==> src/design/ddr3_cmd_map.svh <==
// Pin encodings, field positions and timing counts of the command issuer
// Behaviour
// - Command is CKE previous/current, CS, RAS, CAS, WE at rising clock edge.
// - Mode register set: CKE high twice, all four strobes low; bank picks register.
// - Activate: CS, RAS low, CAS, WE high; bank and row on pins.
// - Precharge: CS, RAS, WE low, CAS high; AP high closes every bank.
// - Write: CS, CAS, WE low, RAS high, AP low; column on low pins.
// - On-the-fly burst: A12 low chops to four beats, high gives eight.
// - Write with AP high closes the bank after the burst.
// - Read: CS, CAS low, RAS, WE high, AP low; column and chop as write.
// - Read with AP high closes the bank after the burst.
// - Refresh encoding with CKE falling enters self-refresh; no termination there.
// - Self-refresh exit: CKE rises with no-operation or deselect presented.
// - Power-down enters on CKE fall, leaves on rise, with no-operation or deselect.
// - No-operation registers nothing; issue it whenever idle or waiting.
// - ZQ calibration: CS, WE low, RAS, CAS high; AP selects long or short.
// - Pins the device ignores are still driven to defined levels.
// - A started burst runs to completion uninterrupted.
// - Active-low reset pin is only an asynchronous reset; held high otherwise.
// - While pattern readout mode is on, only reads are issued; the issuer also takes mode register 3 writes there.
// - Self-refresh entry only when all banks are idle.
`ifndef DDR3_CMD_MAP_SVH
`define DDR3_CMD_MAP_SVH
`define ADDR_W       15
`define BA_W         3
`define AP_BIT       10
`define BC_BIT       12
`define MR3_BA       3'h3
`define MPR_BIT      2
`define BURST_CYC    4'h4
`define CHOP_CYC     4'h2
`define CKE_MIN_CYC  4'h3
`endif

==> src/design/ddr3_cmd_pkg.sv <==
// Types shared by the command issuer
package ddr3_cmd_pkg;
    typedef enum logic [3:0] {
        OP_NOP     = 4'h0,
        OP_MRS     = 4'h1,
        OP_REF     = 4'h2,
        OP_SRE     = 4'h3,
        OP_SRX     = 4'h4,
        OP_ACT     = 4'h5,
        OP_PRE     = 4'h6,
        OP_ALL_BANK_CLOSE_CMD    = 4'h7,
        OP_WR      = 4'h8,
        OP_RD      = 4'h9,
        OP_PDE     = 4'hA,
        OP_PDX     = 4'hB,
        OP_ZQ      = 4'hC,
        OP_DES     = 4'hD
    } op_e;
    typedef enum logic [3:0] {
        ST_IDLE  = 4'b0001,
        ST_BURST = 4'b0010,
        ST_PD    = 4'b0100,
        ST_SR    = 4'b1000
    } state_e;
endpackage

==> src/design/ddr3_cmd_issuer.sv <==
// Controller side that drives DDR3 command and address pins
`timescale 1ns/100ps
`include "ddr3_cmd_map.svh"
module ddr3_cmd_issuer (
    input  wire logic                     sys_clk,
    input  wire logic                     sys_rst,
    input  wire logic                     clk_en,
    input  wire logic                     req_valid,
    input  wire ddr3_cmd_pkg::op_e        req_op,
    input  wire logic [`BA_W-1:0]         req_bank,
    input  wire logic [`ADDR_W-1:0]       req_addr,
    input  wire logic                     req_auto_close,
    input  wire logic                     req_full,
    input  wire logic                     otf_enable,
    input  wire logic                     dram_reset_req,
    output logic                          req_ready,
    output logic                          req_refused,
    output logic                          cke,
    output logic                          cs_n,
    output logic                          ras_n,
    output logic                          cas_n,
    output logic                          we_n,
    output logic [`BA_W-1:0]              ba,
    output logic [`ADDR_W-1:0]            addr,
    output logic                          dram_reset_n,
    output logic                          odt_allowed,
    output logic                          mpr_active,
    output logic                          banks_open
);
    import ddr3_cmd_pkg::*;

    state_e              state_q, state_d;
    logic                cke_q;
    logic                cs_n_q, ras_n_q, cas_n_q, we_n_q;
    logic [`BA_W-1:0]    ba_q;
    logic [`ADDR_W-1:0]  addr_q;
    logic [3:0]          burst_q;
    logic [3:0]          hold_q;
    logic                mpr_q;
    logic [7:0]          open_q;
    logic                rst_n_q;

    // Strobes as {cs_n, ras_n, cas_n, we_n}
    function automatic logic [3:0] strobes(input op_e op);
        case (op)
            OP_MRS:  strobes = 4'h0;
            OP_REF:  strobes = 4'h1;
            OP_SRE:  strobes = 4'h1;
            OP_ACT:  strobes = 4'h3;
            OP_PRE:  strobes = 4'h2;
            OP_ALL_BANK_CLOSE_CMD: strobes = 4'h2;
            OP_WR:   strobes = 4'h4;
            OP_RD:   strobes = 4'h5;
            OP_ZQ:   strobes = 4'h6;
            OP_DES:  strobes = 4'hF;
            default: strobes = 4'h7;
        endcase
    endfunction

    wire is_burst  = (req_op == OP_WR) || (req_op == OP_RD);
    wire is_sre    = (req_op == OP_SRE);
    wire is_pde    = (req_op == OP_PDE);
    wire is_exit   = (req_op == OP_SRX) || (req_op == OP_PDX);
    wire is_idle   = (req_op == OP_NOP) || (req_op == OP_DES);
    wire st_idle   = (state_q == ST_IDLE);
    wire st_burst  = (state_q == ST_BURST);
    wire st_low    = (state_q == ST_PD) || (state_q == ST_SR);
    wire cke_hold  = (hold_q != 4'h0);
    wire chop      = otf_enable ? ~req_full : 1'b0;
    wire mr3_write = (req_op == OP_MRS) && (req_bank == `MR3_BA);

    // Acceptance: bursts are never cut, CKE honours its minimum
    wire legal_low = st_low ? is_exit : ~is_exit;
    wire legal_mpr = ~mpr_q || (req_op == OP_RD) || mr3_write
                     || is_idle;
    wire legal_sre = ~is_sre || (open_q == 8'h00);
    wire legal_pde = ~is_pde || ~st_burst;
    wire busy      = (st_burst && ~is_idle) || cke_hold;
    wire legal     = legal_low && legal_mpr && legal_sre && legal_pde;

    // Wait for CKE to be up first, else a command rides a rising CKE edge
    wire   cke_up      = cke_q || st_low;
    assign req_ready   = clk_en && ~busy && rst_n_q && cke_up;
    wire   take        = req_valid && req_ready && legal;
    wire   refuse      = req_valid && req_ready && ~legal;

    wire [3:0] strb    = strobes(req_op);
    wire       new_cke = is_sre || is_pde ? 1'b0
                         : (is_exit ? 1'b1 : cke_q);

    always_comb begin
        state_d = state_q;
        case (state_q)
            ST_IDLE: begin
                if (take && is_burst) begin
                    state_d = ST_BURST;
                end else if (take && is_sre) begin
                    state_d = ST_SR;
                end else if (take && is_pde) begin
                    state_d = ST_PD;
                end
            end
            ST_BURST: begin
                if (burst_q == 4'h1) begin
                    state_d = ST_IDLE;
                end
            end
            ST_PD: begin
                if (take && is_exit) begin
                    state_d = ST_IDLE;
                end
            end
            ST_SR: begin
                if (take && is_exit) begin
                    state_d = ST_IDLE;
                end
            end
            default: state_d = ST_IDLE;
        endcase
    end

    always_ff @(posedge sys_clk) begin
        if (sys_rst) begin
            state_q <= ST_IDLE;
            rst_n_q <= 1'b0;
        end else if (clk_en) begin
            state_q <= state_d;
            rst_n_q <= ~dram_reset_req;
        end
    end

    // Pin registers; idle cycles present no-operation with defined levels
    always_ff @(posedge sys_clk) begin
        if (sys_rst) begin
            cke_q   <= 1'b0;
            cs_n_q  <= 1'b1;
            ras_n_q <= 1'b1;
            cas_n_q <= 1'b1;
            we_n_q  <= 1'b1;
            ba_q    <= '0;
            addr_q  <= '0;
        end else if (clk_en) begin
            if (take) begin
                cke_q   <= new_cke;
                {cs_n_q, ras_n_q, cas_n_q, we_n_q} <= strb;
                ba_q    <= req_bank;
                addr_q  <= req_addr;
                if (req_op == OP_PRE || req_op == OP_ALL_BANK_CLOSE_CMD) begin
                    addr_q[`AP_BIT] <= (req_op == OP_ALL_BANK_CLOSE_CMD);
                end
                if (is_burst) begin
                    addr_q[`AP_BIT] <= req_auto_close;
                    addr_q[`BC_BIT] <= otf_enable ? req_full : 1'b1;
                end
            end else begin
                if (rst_n_q && ~st_low) begin
                    cke_q <= 1'b1;
                end
                {cs_n_q, ras_n_q, cas_n_q, we_n_q} <= 4'h7;
            end
        end
    end

    // Burst length, CKE minimum and bank bookkeeping
    always_ff @(posedge sys_clk) begin
        if (sys_rst) begin
            burst_q <= 4'h0;
            hold_q  <= 4'h0;
            mpr_q   <= 1'b0;
            open_q  <= 8'h00;
        end else if (clk_en) begin
            if (take && is_burst) begin
                burst_q <= chop ? `CHOP_CYC : `BURST_CYC;
            end else if (burst_q != 4'h0) begin
                burst_q <= burst_q - 4'h1;
            end
            if (take && (new_cke != cke_q)) begin
                hold_q <= `CKE_MIN_CYC;
            end else if (cke_hold) begin
                hold_q <= hold_q - 4'h1;
            end
            if (take && mr3_write) begin
                mpr_q <= req_addr[`MPR_BIT];
            end
            if (take) begin
                if (req_op == OP_ACT) begin
                    open_q[req_bank] <= 1'b1;
                end else if (req_op == OP_ALL_BANK_CLOSE_CMD) begin
                    open_q <= 8'h00;
                end else if (req_op == OP_PRE) begin
                    open_q[req_bank] <= 1'b0;
                end else if (is_burst && req_auto_close && ~mpr_q) begin
                    open_q[req_bank] <= 1'b0;
                end
            end
        end
    end

    always_ff @(posedge sys_clk) begin
        if (sys_rst) begin
            req_refused <= 1'b0;
        end else if (clk_en) begin
            req_refused <= refuse;
        end
    end

    assign cke          = cke_q;
    assign cs_n         = cs_n_q;
    assign ras_n        = ras_n_q;
    assign cas_n        = cas_n_q;
    assign we_n         = we_n_q;
    assign ba           = ba_q;
    assign addr         = addr_q;
    assign dram_reset_n = rst_n_q;
    assign odt_allowed  = (state_q != ST_SR);
    assign mpr_active   = mpr_q;
    assign banks_open   = (open_q != 8'h00);
endmodule

==> config.mk <==
export PLATFORM = sky130hd
export DESIGN_NAME = ddr3_cmd_issuer
export DESIGN_NICKNAME = d
export VERILOG_FILES = /design/src/design/ddr3_cmd_pkg.sv /design/src/design/ddr3_cmd_issuer.sv
export VERILOG_INCLUDE_DIRS = /design/src /design/src/design
export SDC_FILE = /design/constraint.sdc
export NUM_CORES = 1
export LEC_CHECK = 0
export BUFFER_PORTS_ARGS = -buffer_cell sky130_fd_sc_hd__buf_2
export CAP_MARGIN = 20
export CORE_AREA = 2 2 83 85
export DETAILED_ROUTE_END_ITERATION = 8
export DIE_AREA = 0 0 85 87
export SLEW_MARGIN = 5
export SYNTH_ARGS = -nofsm -noshare
export SYNTH_HDL_FRONTEND = slang
export SYNTH_SLANG_ARGS = --single-unit
==> constraint.sdc <==
create_clock -name sys_clk -period 2.2 [get_ports sys_clk]
set_input_delay 0.11 -clock sys_clk [delete_from_list [all_inputs] [get_ports sys_clk]]
set_output_delay 0.11 -clock sys_clk [all_outputs]
set_load 0.02 [all_outputs]
# Word level (Yosys, flattened, before mapping)
# Memories as Yosys holds them, arrays and structs flattened.
# Index checks and enable logic that the tools add are counted.
# W data, S select, Z words.
[word_totals]
word_cells = 137
rom_bits = 64
input_bits = 30
mem_count = 1
reg_bits = 46
out_inout_bits = 29
[mem_list]
columns = ["memory", "words", "width", "read_ports", "rd_ports_with_merged_regs", "write_ports", "line", "text"]
rows = [
  ["(no name shown)", 16, 4, 1, 0, 0, "ddr3_cmd_issuer.sv:45", "case (op)"],
]
[classes]
reduce_logical = 51
eq_ne = 22
addsub = 2
mux = 31
bitwise_logic = 14
order_cmp = 2
[op_table]
columns = ["op", "count"]
rows = [
  ["$mux W4", 9],
  ["$mux W8", 4],
  ["$eq A4 B4 Y1 const B", 6],
  ["$logic_and A1 B1 Y1", 21],
  ["$eq A4 B3 Y1 const B", 5],
  ["$mux W1", 15],
  ["$logic_or A1 B1 Y1", 13],
  ["$eq A4 B1 Y1 const B", 3],
  ["$pmux W4 S3", 1],
  ["$reduce_bool A4 Y1", 3],
  ["$not A1 Y1", 11],
  ["$reduce_and A2 Y1", 5],
  ["$and A8 B8 Y8", 1],
  ["$eq A4 B2 Y1 const B", 2],
  ["$logic_not A8 Y1", 1],
  ["$not A8 Y8", 1],
  ["$or A8 B8 Y8", 1],
  ["$reduce_bool A8 Y1", 1],
  ["$sub A4 B1 Y4 const B", 2],
  ["$reduce_bool A2 Y1", 3],
  ["$logic_not A4 Y1", 1],
  ["$lt A3 B4 Y1 const B", 1],
  ["$ne A2 B1 Y1 const B", 2],
  ["$ne A4 B1 Y1 const B", 1],
  ["9 further kinds", 9],
]

# Depth between registers and ports, before layout
# Gate-level depths: netlist (run 1).
[logic_depth]
ltp_word = 16
depth_mapped = 11
ltp_nobuf = 8

# Worst setup path after synthesis (run 1)
# Ideal clock, no wire load.
[synth_timing]
path_type = "reg-to-reg"
start = "reg hold_q[0]"
end = "reg open_q[3]"
path_buffers = 1
required_ps = 2083
stages_incl_launch_ff = 10
arrival_time_ps = 1996
synth_period_minus_slack_ps = 2113
slack_ps = 87
setup_time_ps = 117
cell_sequence = "dfxtp_1 inv_1 ha_1 or3b_1 buf_1 nor2_1 o2111a_2 a41oi_1 o21bai_1 a32o_1"
[synth_via]
elab_chain_cells = 9
[synth_rtl]
columns = ["element", "line", "text"]
rows = [
  ["from (decl)", "ddr3_cmd_issuer.sv:38", "logic [3:0] hold_q;"],
  ["from (signal assigned)", "ddr3_cmd_issuer.sv:178", "hold_q <= `CKE_MIN_CYC;"],
  ["from (signal assigned)", "ddr3_cmd_issuer.sv:180", "hold_q <= hold_q - 4'h1;"],
  ["$reduce_bool A4 Y1", "ddr3_cmd_issuer.sv:68", "wire cke_hold = (hold_q != 4'h0);"],
  ["$logic_or A1 B1 Y1", "ddr3_cmd_issuer.sv:78", "wire busy = (st_burst && ~is_idle) || cke_hold;"],
  ["$not A1 Y1", "ddr3_cmd_issuer.sv:83", "assign req_ready = clk_en && ~busy && rst_n_q && cke_up;"],
  ["$logic_and A1 B1 Y1 (3 in a row)", "ddr3_cmd_issuer.sv:83", ""],
  ["$logic_and A1 B1 Y1 (2 in a row)", "ddr3_cmd_issuer.sv:84", "wire take = req_valid && req_ready && legal;"],
  ["$reduce_and A3 Y1 (no source line)", "-", ""],
  ["to (signal assigned)", "ddr3_cmd_issuer.sv:170", "open_q <= 8'h00;"],
  ["to (signal, indexed assignment)", "ddr3_cmd_issuer.sv:187", "open_q[req_bank] <= 1'b1;"],
  ["to (signal assigned)", "ddr3_cmd_issuer.sv:189", "open_q <= 8'h00;"],
  ["to (decl)", "ddr3_cmd_issuer.sv:40", "logic [7:0] open_q;"],
]
# No other way between the ends.
# A chain may end at the register's enable or synchronous reset.

# Worst setup path in the final report (run 1)
[layout_timing]
start = "reg hold_q[1]"
end = "reg ras_n_q (netlist: ras_n)"
[layout_via]
elab_chain_cells = 9
[layout_rtl]
columns = ["element", "line", "text"]
rows = [
  ["$reduce_bool A4 Y1", "ddr3_cmd_issuer.sv:68", ""],
  ["$logic_or A1 B1 Y1", "ddr3_cmd_issuer.sv:78", ""],
  ["$not A1 Y1", "ddr3_cmd_issuer.sv:83", ""],
  ["$logic_and A1 B1 Y1 (3 in a row)", "ddr3_cmd_issuer.sv:83", ""],
  ["$logic_and A1 B1 Y1 (2 in a row)", "ddr3_cmd_issuer.sv:84", ""],
  ["$mux W1", "ddr3_cmd_issuer.sv:143", "if (take) begin"],
  ["to (signal assigned)", "ddr3_cmd_issuer.sv:145", "{cs_n_q, ras_n_q, cas_n_q, we_n_q} <= strb;"],
  ["to (decl)", "ddr3_cmd_issuer.sv:34", "logic cs_n_q, ras_n_q, cas_n_q, we_n_q;"],
]
# No other way between the ends.

==> impl_metrics.tcl, run 1 <==
set metrics [dict create \
    yosysWarnings 0 \
    status "complete, no violations" \
    top_usage_layer "met2" \
    power.leakage_nw 1.251 \
    critPathRequiredTime_ns 2.39 \
    cts_tree "done" \
    synthFlopType "dfxtp_1" \
    met3_usage_pct 3.697 \
    wire_per_inst_um 13.66 \
    min_period_ns 2.061 \
    slew_headroom_pct 60.96 \
    cts_buffer_depth 2 \
    finalClockSkew_ns 0.008913 \
    grt_pass1_vias 2194 \
    timing.rr.end "ras_n$_SDFFE_PP1P_" \
    worstMarginPinSlew_ns 0.5812 \
    drive_gt1_share_pct 26.15 \
    cts_sinks 46 \
    met1_usage_pct 22.95 \
    endpoint_kind "register" \
    core_mm2 0.006569 \
    hold_viol_final 0 \
    ant_nets 0 \
    layout_common_cells "buf_2, nand2_1, dfxtp_1" \
    grt_start_max_net_pins 26 \
    viasPerCell 5.319 \
    syn_nets 358 \
    path_max_fanout 7 \
    hold_path.startpoint "req_addr[9]" \
    whs_endpoint "addr[9]$_SDFFE_PP0P_" \
    synthCells 324 \
    synth-edff-count 0 \
    powerDensity_mw_per_mm2 642.1 \
    max_cap_violations 0 \
    period_share_pct 93.70 \
    grt_first_pass_wirelength_mm 10.32 \
    grt_overflow 0 \
    io_buffers 58 \
    grt_usage_pct 17.09 \
    die_x_um 85 \
    critical_path_class "register to register" \
    numCtsBuffers 5 \
    final-max-slew-violation-count 0 \
    worstSkewPairLatency_ns 0.31 \
    io_pins 59 \
    rr_startpoint "hold_q[1]$_SDFFE_PP0P_" \
    synthArstFlopShare_pct 0 \
    start_util_pct 38.29 \
    setup_viol 0 \
    max_clock_freq_mhz 485.1 \
    dr.first_iter.drc_count 130 \
    fin_cells 470 \
    final_common_cell "buf_2" \
    firstDrtPassIters 4 \
    die_height_um 87 \
    ys_ff_latch 46 \
    syn_avg_cell_area_um2 7.762 \
    ys_seq_area_share_pct 36.62 \
    clkTransAtPathRegs_ns 0.09 \
    antenna_found_initial 0 \
    syn_area_mm2 0.002515 \
    ys_types 55 \
    vdd_drop_max_v 0.0003108 \
    arrival_ns 2.25 \
    vias 2500 \
    die_area_mm2 0.007395 \
    n_antenna_cell 0 \
    post-place-cells 458 \
    whs_path_depth 3 \
    syn_to_final_growth_pct 21.99 \
    route.detailed.drc 0 \
    timing.hold.ws_ns 0.03033 \
    rows 30 \
    hpwl_mm 4.631 \
    gr-usage-met2_pct 27.63 \
    rsz0062_at_grt "true" \
    gp_congestion 0.8732 \
    hp-class "input pin to register" \
    r2r_setup_slack_ns 0.14 \
    yosys.area.top_type "dfxtp_1" \
    crit_path_start_kind "register" \
    htree_levels 2 \
    synth_top_area_share_pct 36.62 \
    tns_ns 0 \
    routed_wl_mm 6.418 \
    nets 423 \
    reg2reg_depth 9 \
    root_buffer "clkbuf_8" \
    synth.area.top_cells "dfxtp_1, nand2_1, a21oi_1, o21ai_0, nor2_1" \
]
==> worst max-delay path, cell delays in order (launching register included) <==
cell and delay [ns]:
dfxtp_1 0.34, inv_1 0.06, ha_1 0.14, or3b_1 0.36, nor2_1 0.10, o2111a_2 0.29, nand4_2 0.17, buf_4 0.20
o32ai_1 0.22, nand2b_1 0.08
==> cells in the mapped netlist (4+ instances only) <==
| master | count |
|---|---|
| nand2_1 | 52 |
| dfxtp_1 | 46 |
| a21oi_1 | 28 |
| nor2_1 | 28 |
| o21ai_0 | 24 |
| nor3_1 | 15 |
| clkbuf_1 | 12 |
| inv_1 | 10 |
| buf_2 | 9 |
| nand3_1 | 9 |
| a211oi_1 | 6 |
| a31oi_1 | 6 |
| nand2b_1 | 6 |
| nor2b_1 | 5 |
| o31ai_1 | 5 |
| xnor2_1 | 5 |
| ha_1 | 4 |
| nand4b_1 | 4 |
==> final cells by class <==
class                      instances  area (um2)
tap                               80       100.1
inverter                          10       37.54
clock buffer                       5       68.82
fill                             658        3501
clock inverter                     3       23.77
sequential                        46       920.9
multi-input combinational        243        1420
timing repair buffer              83       496.7
==> metrics by stage <==
step	instance area (um2)	setup slack, ns	total power [W]	utilization (%)
finish	3068	0.1386	0.001970	46.70
CTS	3027	0.07757	0.001989	46.08
global placement	2924	0.1347	0.001445	44.51
global route	3068	-0.001741	0.002079	46.70
floorplan	2515	0.08662	0.001315	-
detailed placement	2924	0.08363	0.001448	44.51
==> kinds of logic (layout without fill, tap and decap cells) <==
family          Yosys count  count (layout)  share of synthesized area (%)
xor+xnor                  6               6                          2.090
mux                       2               2                         0.7961
flops                    46              46                          36.62
simple gates            138             139                          27.56
buf+inv                  36             101                          7.313
fa+ha+maj                 4               4                          1.990
compound gates           92              92                          23.63
==> sequential cells by signal, summed over array words and instances (netlist names) <==
register / count
addr: 15
ba: 3
burst_q: 4
cas_n: 1
cke: 1
cs_n: 1
dram_reset_n: 1
hold_q: 4
mpr_active: 1
open_q: 8
ras_n: 1
req_refused: 1
state_q: 4
we_n: 1
==> metal layers <==
layer  wire (um)  vias up  part of all wire (%)
met4          65        0                   1.0
met5           0        -                     0
met1        3118     1155                    49
li1            -     1275                     -
met3         347        5                   5.4
met2        2887       65                    45
==> how the worst max path moves through the flow <==
stage,from,end
3_5_place_dp,hold_q[1]$_SDFFE_PP0P_,ba[0]$_SDFFE_PP0P_
2_1_floorplan,hold_q[0]$_SDFFE_PP0P_,open_q[3]$_SDFFE_PP0P_
3_3_place_gp,hold_q[1]$_SDFFE_PP0P_,state_q[3]$_SDFFE_PP0P_
5_1_grt,hold_q[1]$_SDFFE_PP0P_,ras_n$_SDFFE_PP1P_
6_report,hold_q[1]$_SDFFE_PP0P_,ras_n$_SDFFE_PP1P_
4_1_cts,hold_q[1]$_SDFFE_PP0P_,ba[0]$_SDFFE_PP0P_
==> repair_timing <==
item                                    CTS  global route
hold buffers                              1             0
resized for setup                         0             1
endpoints found under the hold margin     1             0
endpoints found under the setup margin    0            21
buffers inserted                          0             2
==> power breakdown <==
part,switching [W],internal (W)
sequential,0.0000496,0.000885
combinational,0.000269,0.000230
clock,0.000309,0.000227
Power figures use the tool's default switching activity.
==> run 2, diff against run 1 <==
CAP_MARGIN = unset   (was 20)
CORE_AREA = 2 2 76 78   (was 2 2 83 85)
DIE_AREA = 0 0 78 80   (was 0 0 85 87)
PLACE_DENSITY = 0.73   (was unset)
==> run 2 against run 1 <==
  * Total power increased by 11%
  * Cell area increased by 0.98%
  * Worst hold slack improved by 0.016 ns
  * Sequential power about the same
  * Die area decreased by 16%
  * Largest cell class unchanged
  * Utilization increased by 11 points
  * Critical path type unchanged
  * Global-route usage increased by 3.3 points
  * Sequential cell count unchanged
==> impl_metrics.tcl, run 2 (same netlist as run 1, synthesis figures left out) <==
set metrics [dict create \
    cts_buffer_depth 2 \
    crit_start "hold_q[1]$_SDFFE_PP0P_" \
    status "complete, no violations" \
    preCtsSetupSlack_ns 0.1181 \
    cpMostUsedCell "o21ai_0" \
    p_int_w 0.001572 \
    hold_path.startpoint "req_addr[5]" \
    die_area_mm2 0.006240 \
    crit_cells 9 \
    cpPeakStageDelay_ns 0.37 \
    hold_viol_final 0 \
    crit_buf_inv 2 \
    cts_setup_buffers 0 \
    p_clk_share_pct 34.0 \
    cts_sinks 46 \
    crit_path_start_kind "register" \
    power_switching_w 0.0006238 \
    dr.first_iter.drc_count 198 \
    die_x_um 78 \
    grt_pass1_vias 2274 \
    io_buffers 58 \
    gp_congestion 0.8687 \
    whs_path_depth 3 \
    rows 27 \
    largest_register_ff_count 15 \
    critPathRequiredTime_ns 2.38 \
    endpoint_kind "register" \
    power.leakage_nw 1.269 \
    fin_cells 460 \
    critical_path_class "register to register" \
    p_seq_share_pct 42.5 \
    powerDensity_mw_per_mm2 708.6 \
    core_mm2 0.005405 \
    die_height_um 80 \
    vdd_drop_max_v 0.0005392 \
    layout_common_cells "buf_2, nand2_1, dfxtp_1" \
    wire_per_inst_um 13.62 \
    root_buffer "clkbuf_8" \
    post-place-cells 450 \
    arrival_ns 2.27 \
    n_fill_cell 524 \
    tns_ns 0 \
    p_total_w 0.002195 \
    path_max_fanout 7 \
    route.detailed.drc 0 \
    n_antenna_cell 0 \
    slew_headroom_pct 59.22 \
    clkTransAtPathRegs_ns 0.09 \
    nets 421 \
    cp_slowest_cell "or3b_1" \
    setup_viol 0 \
    period_share_pct 95.14 \
    rr_startpoint "hold_q[1]$_SDFFE_PP0P_" \
    htree_levels 2 \
    syn_to_final_growth_pct 23.18 \
    crit_path_cell_trace "inv_1 > ha_1 > or3b_1 > nor2_1 > o2111a_2 > a41oi_1 > buf_4 > o21ai_0 > o21ai_0" \
    path_delay_family "compound AO/OA/AOI/OAI gates" \
    max_clock_freq_mhz 477.7 \
    final-max-slew-violation-count 0 \
    antenna_found_initial 0 \
    ant_nets 0 \
    final_common_cell "buf_2" \
    worstSkewPairLatency_ns 0.29 \
    hp-class "input pin to register" \
    io_pins 59 \
    drive_gt1_share_pct 26.03 \
    reg2reg_depth 9 \
    grt_usage_pct 20.39 \
    routed_wl_mm 6.263 \
    firstDrtPassIters 4 \
    grt_start_max_net_pins 28 \
    finalClockSkew_ns 0.004076 \
    power_frac_comb_pct 23.5 \
    viasPerCell 5.528 \
    hpwl_mm 4.593 \
    rsz0062_at_grt "true" \
    grt_first_pass_wirelength_mm 10.41 \
    switching_share_pct 28.41 \
    grt_overflow 0 \
    vias 2543 \
    cts_tree "done" \
    start_util_pct 46.53 \
    numCtsBuffers 5 \
    fin_ws_ns 0.1068 \
    min_period_ns 2.093 \
    max_cap_violations 0 \
    worstMarginPinSlew_ns 0.6070 \
]
==> run 2: cell type report <==
type	count	area (um2)	share of cell area, %
Tap cell	72	90.09	2.908
Sequential cell	46	922.1	29.77
Timing Repair Buffer	81	481.7	15.55
Inverter	10	37.54	1.212
Clock buffer	5	68.82	2.221
Clock inverter	3	68.82	2.221
Multi-Input combinational cell	243	1429	46.12
==> run 2: stage by stage <==
step           util [%]  instance area (um2)  hold WS [ns]
6_report          57.31                 3098       0.04608
5_1_grt           57.31                 3098       0.03040
4_1_cts           56.88                 3074       0.03802
3_5_place_dp      54.14                 2927        0.2977
3_3_place_gp      54.14                 2927        0.3006
2_1_floorplan         -                 2515        0.2094
==> run 2: final timing paths <==
check / slack, ns / end
worst min register to register: 0.46 / addr[3]$_SDFFE_PP0P_
worst min-delay path: 0.05 / addr[5]$_SDFFE_PP0P_
worst max-delay path: 0.11 / open_q[5]$_SDFFE_PP0P_
worst max register to register: 0.11 / open_q[5]$_SDFFE_PP0P_
==> run 2: power groups by stage <==
stage	combinational [W]	clock [W]	sequential (W)
final	0.000516	0.000746	0.000933
after global routing	0.000580	0.000803	0.000944
after CTS	0.000513	0.000761	0.000933
after detailed placement	0.000504	0	0.000952
after global placement	0.000483	0	0.000951
after floorplan	0.000372	0	0.000943
==> run 2: metal layers <==
| layer | share of wire (%) | track usage (%) |
|---|---|---|
| met1 | 44 | 27.41 |
| met2 | 48 | 33.19 |
| met3 | 6.1 | 4.186 |
| met4 | 1.8 | 5.789 |
| met5 | 0 | 0 |
==> run 2: tightest hold or removal path: stages <==
cell,delay (ns)
buf_2,0.09
nand2_1,0.04
a21oi_1,0.05
==> run 2: what timing repair did <==
item | in CTS | in global routing
setup endpoints to repair | 0 | 15
hold endpoints to repair | 1 | 0
gates resized for setup | 0 | 4
hold buffers | 1 | 0
